File: src/hw/exec_defines.svh
// constants for the move, return and rotate execution block
`ifndef EXEC_DEFINES_SVH
`define EXEC_DEFINES_SVH

// opcode masks and match values, 14-bit instruction word
`define OPC_COPY_MASK   14'h3F00
`define OPC_COPY_VAL    14'h0800
`define OPC_ROTL_MASK   14'h3F00
`define OPC_ROTL_VAL    14'h0D00
`define OPC_STORE_MASK  14'h3F80
`define OPC_STORE_VAL   14'h0080
`define OPC_LIT_MASK    14'h3C00
`define OPC_LOADK_VAL   14'h3000
`define OPC_RETK_VAL    14'h3400
`define OPC_IRET_MASK   14'h3FFF
`define OPC_IRET_VAL    14'h0009

// instruction fields
`define FLD_FADDR_LSB   0
`define FLD_FADDR_MSB   6
`define FLD_TARGET_BIT  7
`define FLD_IMM_LSB     0
`define FLD_IMM_MSB     7

// register port offsets
`define OFS_ACCUM       8'h00
`define OFS_FLAGS       8'h01
`define OFS_PC_LO       8'h02
`define OFS_PC_HI       8'h03
`define OFS_CTRL        8'h04
`define OFS_STATUS      8'h05
`define OFS_LAST_OP     8'h06
`define OFS_COUNT_LO    8'h07
`define OFS_COUNT_HI    8'h08

// flag and control register bit positions
`define FLAG_ZERO_BIT   0
`define FLAG_CARRY_BIT  1
`define FLAG_IRQ_BIT    2
`define CTRL_HALT_BIT   0

// reset values
`define RST_ACCUM       8'h00
`define RST_PC          13'h0000
`define RST_COUNT       16'h0000

`endif

File: src/hw/exec_pkg.sv
// types shared by the execution block
package exec_pkg;
  typedef logic [7:0]  byte_t;
  typedef logic [13:0] instr_t;
  typedef logic [12:0] pc_t;
  typedef logic [15:0] count_t;

  typedef enum logic [1:0] {
    ST_RUN,
    ST_EXEC,
    ST_DISCARD
  } state_e;

  typedef enum logic [2:0] {
    OP_NONE,
    OP_COPY,
    OP_ROTL,
    OP_STORE,
    OP_LOADK,
    OP_RETK,
    OP_IRET,
    OP_NOP
  } opclass_e;
endpackage

File: src/hw/file_reg_mem.sv
// file register memory, registered read data
`timescale 1ns/1ns
module file_reg_mem #(
  parameter int ADDR_W = 7,
  parameter int DATA_W = 8
) (
  input  wire logic              core_clk,
  input  wire logic              rst,
  input  wire logic              wrEn,
  input  wire logic [ADDR_W-1:0] wrAddr,
  input  wire logic [DATA_W-1:0] wrData,
  input  wire logic [ADDR_W-1:0] rdAddr,
  output logic      [DATA_W-1:0] rdData
);
  typedef struct packed {
    logic [(1<<ADDR_W)-1:0][DATA_W-1:0] cells;
    logic [DATA_W-1:0]                  rdData;
  } mem_s;

  mem_s mem_r;
  mem_s mem_nxt;

  if (ADDR_W < 1 || ADDR_W > 10 || DATA_W < 1) begin : g_chk
    $error("file_reg_mem: unsupported geometry");
  end

  always_comb begin
    mem_nxt = mem_r;
    // read before write: same-address write shows next cycle
    mem_nxt.rdData = mem_r.cells[rdAddr];
    if (wrEn) begin
      mem_nxt.cells[wrAddr] = wrData;
    end
  end

  always_ff @(posedge core_clk) begin
    if (rst) begin
      mem_r <= '0;
    end else begin
      mem_r <= mem_nxt;
    end
  end

  assign rdData = mem_r.rdData;
endmodule

File: src/hw/move_return_rotate_exec.sv
// executes register copy, immediate load, store, nop, returns and rotate left
//
// Function
// RQ1 - copy register to accumulator or back by target bit
// RQ2 - copy sets zero flag from moved value
// RQ3 - immediate load into accumulator, flags untouched
// RQ4 - immediate load ignores its don't-care bits
// RQ5 - interrupt return pops stack, sets irq enable
// RQ6 - store accumulator to register, flags untouched
// RQ7 - value return loads immediate into accumulator
// RQ8 - value return pops stack into counter
// RQ9 - value return takes two cycles, second discarded
// RQ10 - rotate left through carry, carry only flag
// RQ11 - rotate result to accumulator or register
// RQ12 - old carry in bit 0, bit 7 out
// RQ13 - nop only advances counter, one cycle
`timescale 1ns/1ns
`include "exec_defines.svh"
module move_return_rotate_exec #(
  parameter int FADDR_W = 7,
  parameter int DATA_W  = 8
) (
  input  wire logic            core_clk,
  input  wire logic            rst,
  input  wire logic            instrValid,
  input  wire exec_pkg::instr_t instrWord,
  input  wire exec_pkg::pc_t   stackTop,
  input  wire logic [7:0]      busAddr,
  input  wire exec_pkg::byte_t busWrData,
  input  wire logic            busWrEn,
  input  wire logic            busRdEn,
  output exec_pkg::byte_t      busRdData,
  output logic                 instrReady,
  output exec_pkg::pc_t        progCounter,
  output exec_pkg::byte_t      accum,
  output logic                 zeroFlag,
  output logic                 carryFlag,
  output logic                 masterIrqEnable,
  output logic                 stackPop,
  output logic                 fetchDiscard
);
  import exec_pkg::*;

  typedef struct packed {
    state_e             st;
    logic [FADDR_W-1:0] fAddr;
    logic               toReg;
    logic               isRot;
    byte_t              accum;
    logic               zero;
    logic               carry;
    logic               irqEn;
    pc_t                pc;
    logic               ready;
    logic               halt;
    logic               stackPop;
    logic               fetchDiscard;
    byte_t              busRdData;
    opclass_e           lastOp;
    count_t             retired;
  } exec_s;

  exec_s s_r;
  exec_s s_nxt;

  logic               memWe;
  logic [FADDR_W-1:0] memWaddr;
  byte_t              memWdata;
  logic [FADDR_W-1:0] memRaddr;
  byte_t              memRdata;
  byte_t              rotResult;

  localparam exec_s RST_STATE = '{
    st:           ST_RUN,
    fAddr:        '0,
    toReg:        1'b0,
    isRot:        1'b0,
    accum:        `RST_ACCUM,
    zero:         1'b0,
    carry:        1'b0,
    irqEn:        1'b0,
    pc:           `RST_PC,
    ready:        1'b1,
    halt:         1'b0,
    stackPop:     1'b0,
    fetchDiscard: 1'b0,
    busRdData:    8'h00,
    lastOp:       OP_NONE,
    retired:      `RST_COUNT
  };

  if (FADDR_W != 7 || DATA_W != 8) begin : g_chk
    $error("move_return_rotate_exec: only 7-bit addresses and 8-bit data");
  end

  file_reg_mem #(
    .ADDR_W (FADDR_W),
    .DATA_W (DATA_W)
  ) u_file_regs (
    .core_clk (core_clk),
    .rst      (rst),
    .wrEn     (memWe),
    .wrAddr   (memWaddr),
    .wrData   (memWdata),
    .rdAddr   (memRaddr),
    .rdData   (memRdata)
  );

  // old carry enters at the bottom, old bit 7 leaves as carry
  assign rotResult = {memRdata[6:0], s_r.carry}; // see RQ12

  always_comb begin
    s_nxt              = s_r;
    s_nxt.stackPop     = 1'b0;
    s_nxt.fetchDiscard = 1'b0;
    s_nxt.busRdData    = 8'h00;
    memWe              = 1'b0;
    memWaddr           = s_r.fAddr;
    memWdata           = s_r.accum;
    // operand read is launched on the accept edge for every word
    memRaddr           = instrWord[`FLD_FADDR_MSB:`FLD_FADDR_LSB];

    // register port writes first, execution below overrides them
    if (busWrEn) begin
      if (busAddr == `OFS_ACCUM) begin
        s_nxt.accum = busWrData;
      end else if (busAddr == `OFS_FLAGS) begin
        s_nxt.zero  = busWrData[`FLAG_ZERO_BIT];
        s_nxt.carry = busWrData[`FLAG_CARRY_BIT];
        s_nxt.irqEn = busWrData[`FLAG_IRQ_BIT];
      end else if (busAddr == `OFS_PC_LO) begin
        s_nxt.pc[7:0] = busWrData;
      end else if (busAddr == `OFS_PC_HI) begin
        s_nxt.pc[12:8] = busWrData[4:0];
      end else if (busAddr == `OFS_CTRL) begin
        s_nxt.halt = busWrData[`CTRL_HALT_BIT];
      end
    end

    // reads show state before this edge; unmapped reads give zero
    if (busRdEn) begin
      if (busAddr == `OFS_ACCUM) begin
        s_nxt.busRdData = s_r.accum;
      end else if (busAddr == `OFS_FLAGS) begin
        s_nxt.busRdData = {5'h00, s_r.irqEn, s_r.carry, s_r.zero};
      end else if (busAddr == `OFS_PC_LO) begin
        s_nxt.busRdData = s_r.pc[7:0];
      end else if (busAddr == `OFS_PC_HI) begin
        s_nxt.busRdData = {3'h0, s_r.pc[12:8]};
      end else if (busAddr == `OFS_CTRL) begin
        s_nxt.busRdData = {7'h00, s_r.halt};
      end else if (busAddr == `OFS_STATUS) begin
        s_nxt.busRdData = {5'h00, s_r.ready, s_r.st};
      end else if (busAddr == `OFS_LAST_OP) begin
        s_nxt.busRdData = {5'h00, s_r.lastOp};
      end else if (busAddr == `OFS_COUNT_LO) begin
        s_nxt.busRdData = s_r.retired[7:0];
      end else if (busAddr == `OFS_COUNT_HI) begin
        s_nxt.busRdData = s_r.retired[15:8];
      end
    end

    case (s_r.st)
      ST_RUN: begin
        // halt only blocks new words; a word already taken completes
        s_nxt.ready = ~s_nxt.halt;
        if (instrValid && s_r.ready) begin
          s_nxt.pc      = s_r.pc + 13'h0001;
          s_nxt.retired = s_r.retired + 16'h0001;
          s_nxt.fAddr   = instrWord[`FLD_FADDR_MSB:`FLD_FADDR_LSB];
          s_nxt.toReg   = instrWord[`FLD_TARGET_BIT];
          if ((instrWord & `OPC_COPY_MASK) == `OPC_COPY_VAL) begin
            // operand arrives from memory next cycle
            s_nxt.isRot  = 1'b0;
            s_nxt.lastOp = OP_COPY;
            s_nxt.st     = ST_EXEC;
            s_nxt.ready  = 1'b0;
          end else if ((instrWord & `OPC_ROTL_MASK) == `OPC_ROTL_VAL) begin
            s_nxt.isRot  = 1'b1;
            s_nxt.lastOp = OP_ROTL;
            s_nxt.st     = ST_EXEC;
            s_nxt.ready  = 1'b0;
          end else if ((instrWord & `OPC_STORE_MASK) == `OPC_STORE_VAL) begin
            memWe        = 1'b1; // see RQ6
            memWaddr     = instrWord[`FLD_FADDR_MSB:`FLD_FADDR_LSB];
            memWdata     = s_r.accum;
            s_nxt.accum  = s_r.accum;
            s_nxt.lastOp = OP_STORE;
          end else if ((instrWord & `OPC_LIT_MASK) == `OPC_LOADK_VAL) begin
            // bits 9:8 are masked out of the match, see RQ4
            s_nxt.accum  = instrWord[`FLD_IMM_MSB:`FLD_IMM_LSB]; // see RQ3
            s_nxt.zero   = s_r.zero;
            s_nxt.carry  = s_r.carry;
            s_nxt.lastOp = OP_LOADK;
          end else if ((instrWord & `OPC_LIT_MASK) == `OPC_RETK_VAL) begin
            s_nxt.accum        = instrWord[`FLD_IMM_MSB:`FLD_IMM_LSB]; // see RQ7
            s_nxt.pc           = stackTop; // see RQ8
            s_nxt.stackPop     = 1'b1;
            s_nxt.zero         = s_r.zero;
            s_nxt.carry        = s_r.carry;
            s_nxt.fetchDiscard = 1'b1; // see RQ9
            s_nxt.st           = ST_DISCARD;
            s_nxt.ready        = 1'b0;
            s_nxt.lastOp       = OP_RETK;
          end else if ((instrWord & `OPC_IRET_MASK) == `OPC_IRET_VAL) begin
            s_nxt.pc           = stackTop; // see RQ5
            s_nxt.stackPop     = 1'b1;
            s_nxt.irqEn        = 1'b1;
            s_nxt.zero         = s_r.zero;
            s_nxt.carry        = s_r.carry;
            s_nxt.fetchDiscard = 1'b1;
            s_nxt.st           = ST_DISCARD;
            s_nxt.ready        = 1'b0;
            s_nxt.lastOp       = OP_IRET;
          end else begin
            // nop and any word outside this group: counter only
            s_nxt.accum  = s_r.accum; // see RQ13
            s_nxt.zero   = s_r.zero;
            s_nxt.carry  = s_r.carry;
            s_nxt.lastOp = OP_NOP;
          end
        end
      end
      ST_EXEC: begin
        if (s_r.isRot) begin
          s_nxt.carry = memRdata[7]; // see RQ10
          s_nxt.zero  = s_r.zero;
          if (s_r.toReg) begin
            memWe    = 1'b1; // see RQ11
            memWdata = rotResult;
          end else begin
            s_nxt.accum = rotResult;
          end
        end else begin
          s_nxt.zero  = (memRdata == 8'h00); // see RQ2
          s_nxt.carry = s_r.carry;
          if (!s_r.toReg) begin
            s_nxt.accum = memRdata; // see RQ1
          end
          // target bit 1 writes the same value back, so nothing to store
        end
        s_nxt.st    = ST_RUN;
        s_nxt.ready = ~s_nxt.halt;
      end
      ST_DISCARD: begin
        // the word fetched behind a return is dropped here
        s_nxt.st    = ST_RUN;
        s_nxt.ready = ~s_nxt.halt;
      end
      default: begin
        s_nxt.st    = ST_RUN;
        s_nxt.ready = 1'b0;
      end
    endcase
  end

  always_ff @(posedge core_clk) begin
    if (rst) begin
      s_r <= RST_STATE;
    end else begin
      s_r <= s_nxt;
    end
  end

  assign busRdData       = s_r.busRdData;
  assign instrReady      = s_r.ready;
  assign progCounter     = s_r.pc;
  assign accum           = s_r.accum;
  assign zeroFlag        = s_r.zero;
  assign carryFlag       = s_r.carry;
  assign masterIrqEnable = s_r.irqEn;
  assign stackPop        = s_r.stackPop;
  assign fetchDiscard    = s_r.fetchDiscard;
endmodule

File: config.mk
export PLATFORM = sky130hd
export DESIGN_NAME = move_return_rotate_exec
export DESIGN_NICKNAME = d
export VERILOG_FILES = /design/src/hw/exec_pkg.sv /design/src/hw/file_reg_mem.sv /design/src/hw/move_return_rotate_exec.sv
export VERILOG_INCLUDE_DIRS = /design/src /design/src/hw
export SDC_FILE = /design/constraint.sdc
export NUM_CORES = 2
export LEC_CHECK = 0
export ABC_AREA = 1
export CAP_MARGIN = 40
export CORE_ASPECT_RATIO = 0.6
export CORE_MARGIN = 4
export CORE_UTILIZATION = 65
export DETAILED_ROUTE_END_ITERATION = 7
export DONT_BUFFER_PORTS = 1
export PLACE_DENSITY = 0.81
export SYNTH_ARGS = -nofsm -noshare
export SYNTH_HDL_FRONTEND = slang
export SYNTH_SLANG_ARGS = --single-unit
File: constraint.sdc
create_clock -name core_clk -period 5.1 [get_ports core_clk]
set_input_delay 1.02 -clock core_clk [delete_from_list [all_inputs] [get_ports core_clk]]
set_output_delay 1.02 -clock core_clk [all_outputs]
set_load 0.05 [all_outputs]
==> out/summary.txt <==
status: complete, but fails checks
failing checks: slew limit, setup timing
sequential cell fraction of total power: 47.8%
Worst-path clk slew: 0.07 ns
post-synth cell types: 43
Final min period: 5.258 ns
post-detail-place hpwl: 106,400 µm
NetSw: 4.681 mW
ys flop type: dfxtp_1
CP max stage delay: 1.45 ns
Final Slew Violations: 526
Critical Path Source: instrWord[0]
Post CTS Setup Buffer Count: 0
clock latency on the worst-skew pair: 0.72 ns
synthesized area per cell: 6.097 µm²
leak pwr: 23.68 nW
Slowest-stage cell, CP: nand2_1
Area Overhead vs Synth: 5.736%
Final period util: 103.1%
Ports: 83
routability-driven placement congestion ratio: 0.9770
largest family of logic cells by synthesized area: simple AND/OR/NAND/NOR gates
initial antenna violation count: 3
Setup WS pre-CTS: 1.140 ns
area share of and/or/nand/nor cells after synthesis: 46.29%
Startpoint Class: input pin
TritonCTS clock tree: built
die area: 89,260 µm²
flop-to-flop setup slack: 1.17 ns
CP Cell Sequence: nand2_1 > nor3_1 > nand2_1 > nand2_1 > buf_4 > inv_1 > nand3_1 > o21ai_0 > nor2_1
dpl cells: 9,553
placed cell areas: 54,610 µm²
WS Path Type: input pin to flop
Post-Syn Area: 54,860 µm²
Setup WS post-layout: -0.1584 ns
Synth Area in XOR/XNOR: 0.1437%
nets@finish: 8,574
Overflow after GRT: 0
CP arrival: 5.85 ns
worst r2r dst: u_file_regs.mem_r[448]$_SDFFE_PP0P_
Post-Route WL: 184,500 µm
Comb pwr share: 8.4%
post-synthesis adder-cell area fraction: 0.1140%
Sink Count: 1,097
FF-to-FF path depth: 11
P_int: 13.48 mW
most used cell, CP: nand2_1
Clock Skew: 0.02842 ns
Syn Nets: 9,051
PortBufs: 0
Min-Delay Path Class: input pin to flop
clock power share: 43.8%
worst-margin pin slew: 4.476 ns
DRC violations left: 0
worst-case clock buffer depth: 3
first-pass GRT wire length: 282,100 µm
Synth Area in Compound Gates: 6.220%
Worst Path Required: 5.69 ns
PwrDens: 313.1 nW/µm²
Fmax: 190.2 MHz
crit path capture: accum[3]$_SDFFE_PP0P_
clk root buf: clkbuf_16
Post-Route Setup TNS: -0.9568 ns
GRT Overall Usage: 39.62%
multi-input logic area: 29,110 µm²
Pre-antenna DRT Iters: 7
post-CTS resize count: 0
Seq. cell area: 21,960 µm²
mux cell area share after synthesis: 0.01825%
routed wire length per instance: 18.95 µm
Initial DRC Count: 8,827
share of cells above drive strength 1: 4.955%
core area: 83,620 µm²
worst IR drop on VDD: 235.9 µV
largest net degree at the start of global routing: 519
Die X: 383.0 µm
Cells after Synth: 8,998
RSZ-0062 raised after global routing: false
final setup fails: 10
design area: 58,000 µm²
sw frac: 25.77%
number of global-route vias before repair: 49,111
Total Power: 18.16 mW
layout filler cell count: 7,377
Max Cap Violations: 0
final hold violations: 0
Initial Utilization: 65.60%
hold_buf cts: 0
Seq/Total Area, Yosys: 40.03%
vias per inst: 5.828
CP max FO: 518
origin of the critical flop-to-flop path: instrReady$_SDFF_PP1_
Async SR Flop Fraction: 0%
Min-Delay Startpoint: rst
Rows: 82
yosys warns: 0
Post-Route Utilization: 69.37%
Finished Layout Cells: 9,734
H-Tree Level Count: 3
Worst Setup End Kind: flop
Yosys reg bits: 1,097
via count: 56,727
Inserted Clock Buffers: 100
antenna-violating nets left: 0
relative slew slack: -198.4%
EDFF count, synth: 0
WHS: 0.3809 ns
Die Y: 233.0 µm
==> layout by cell type, fill, tap and decap left out, types with 6 or more instances in the layout <==
| cell | synthesis | routed |
|---|---|---|
| o21ai_0 | 402 | 395 |
| buf_4 | 54 | 50 |
| clkbuf_16 | 0 | 101 |
| o21a_1 | 6 | 6 |
| nor2_2 | 69 | 79 |
| o21ai_4 | 2 | 9 |
| a21oi_1 | 137 | 137 |
| or2_2 | 6 | 6 |
| inv_1 | 276 | 273 |
| inv_2 | 18 | 18 |
| nor2_1 | 2863 | 2848 |
| nand3_1 | 812 | 812 |
| o211ai_1 | 56 | 56 |
| nand2_4 | 10 | 10 |
| clkbuf_1 | 368 | 17 |
| clkinv_2 | 0 | 15 |
| nor2_4 | 42 | 47 |
| nand4_1 | 34 | 34 |
| bufinv_16 | 0 | 9 |
| buf_12 | 0 | 23 |
| clkinvlp_4 | 0 | 7 |
| nor3_1 | 15 | 15 |
| o22ai_1 | 18 | 18 |
| dfxtp_1 | 1097 | 1097 |
| clkbuf_8 | 0 | 25 |
| xor2_1 | 6 | 6 |
| nand2_1 | 2429 | 2429 |
==> power by group through the flow <==
| stage | clock network (mW) | logic [mW] | registers, mW |
|---|---|---|---|
| 4_1_cts | 7.96 | 1.43 | 8.68 |
| 3_3_place_gp | 0 | 1.39 | 8.87 |
| 5_1_grt | 8.29 | 1.60 | 8.68 |
| 6_report | 7.95 | 1.53 | 8.68 |
| 3_5_place_dp | 0 | 1.42 | 8.87 |
| 2_1_floorplan | 0 | 1.12 | 8.81 |
==> cells by family after synthesis <==
logic type	count (synthesis)
muxes	1
DFF	1097
xor gates and xnor gates	9
and+or+nand+nor	6295
buffers and inverters	957
adders and majority gates	5
AOI/OAI and AO/OA	634
==> worst min-delay path by stage <==
stage / to / slack (ns) / cells past startpoint
after floorplan: u_file_regs.mem_r[1025]$_SDFFE_PP0P_ / 0.43 / 2
after global placement: u_file_regs.mem_r[385]$_SDFFE_PP0P_ / 0.44 / 2
after detailed placement: s_r[17]$_SDFFE_PP0P_ / 0.45 / 2
after CTS: s_r[17]$_SDFFE_PP0P_ / 0.35 / 1
after global routing: s_r[17]$_SDFFE_PP0P_ / 0.35 / 1
final: s_r[29]$_SDFF_PP0_ / 0.38 / 1
==> Yosys cell counts, drive strengths merged, types with 3 or more instances <==
master  count  area [µm²]
nor4        3       18.77
dfxtp    1097       21960
a31oi       3       18.77
clkinv      5       18.77
o21ai     406        2062
or2         6       37.54
o21a        6       45.04
nor3       15       75.07
a21oi     137       685.7
inv       294        1104
clkbuf    368        1381
ha          5       62.56
xor2        6       52.55
buf       290        1434
o22ai      18       112.6
nand3     816        4104
nand2    2443        9255
o211ai     56       420.4
nor2     2974       11650
nand4      36       237.7
xnor2       3       26.28
==> critical path: cells and delay by family <==
| kind | cells | cell delay, ns |
|---|---|---|
| AO/OA/AOI/OAI | 1 | 0.35 |
| buffers and inverters | 2 | 0.63 |
| AND/OR/NAND/NOR | 6 | 2.50 |
==> layout make-up <==
class | count | area share [%]
timing repair buffer | 79 | 1.676
multi-input combinational | 6944 | 50.19
tap | 1134 | 2.446
antenna | 2 | 0.008629
clock inverter | 36 | 0.7874
clock buffer | 143 | 5.061
sequential | 1097 | 37.86
inverter | 299 | 1.969
==> state kept, by name, indices dropped and copies added (netlist names), 8 cells and up <==
| name | count |
|---|---|
| u_file_regs.rdData | 8 |
| s_r | 31 |
| u_file_regs.mem_r | 1024 |
| accum | 8 |
| progCounter | 13 |
| busRdData | 8 |
==> per-layer routing <==
layer | vias up | global-route usage, % | wire (µm)
met2 | 3633 | 53.90 | 72940
met5 | - | 1.307 | 197
li1 | 26938 | - | -
met4 | 8 | 15.74 | 7459
met1 | 25640 | 57.62 | 76710
met3 | 508 | 12.40 | 27180
No activity file was read; power rests on OpenSTA's default activity.
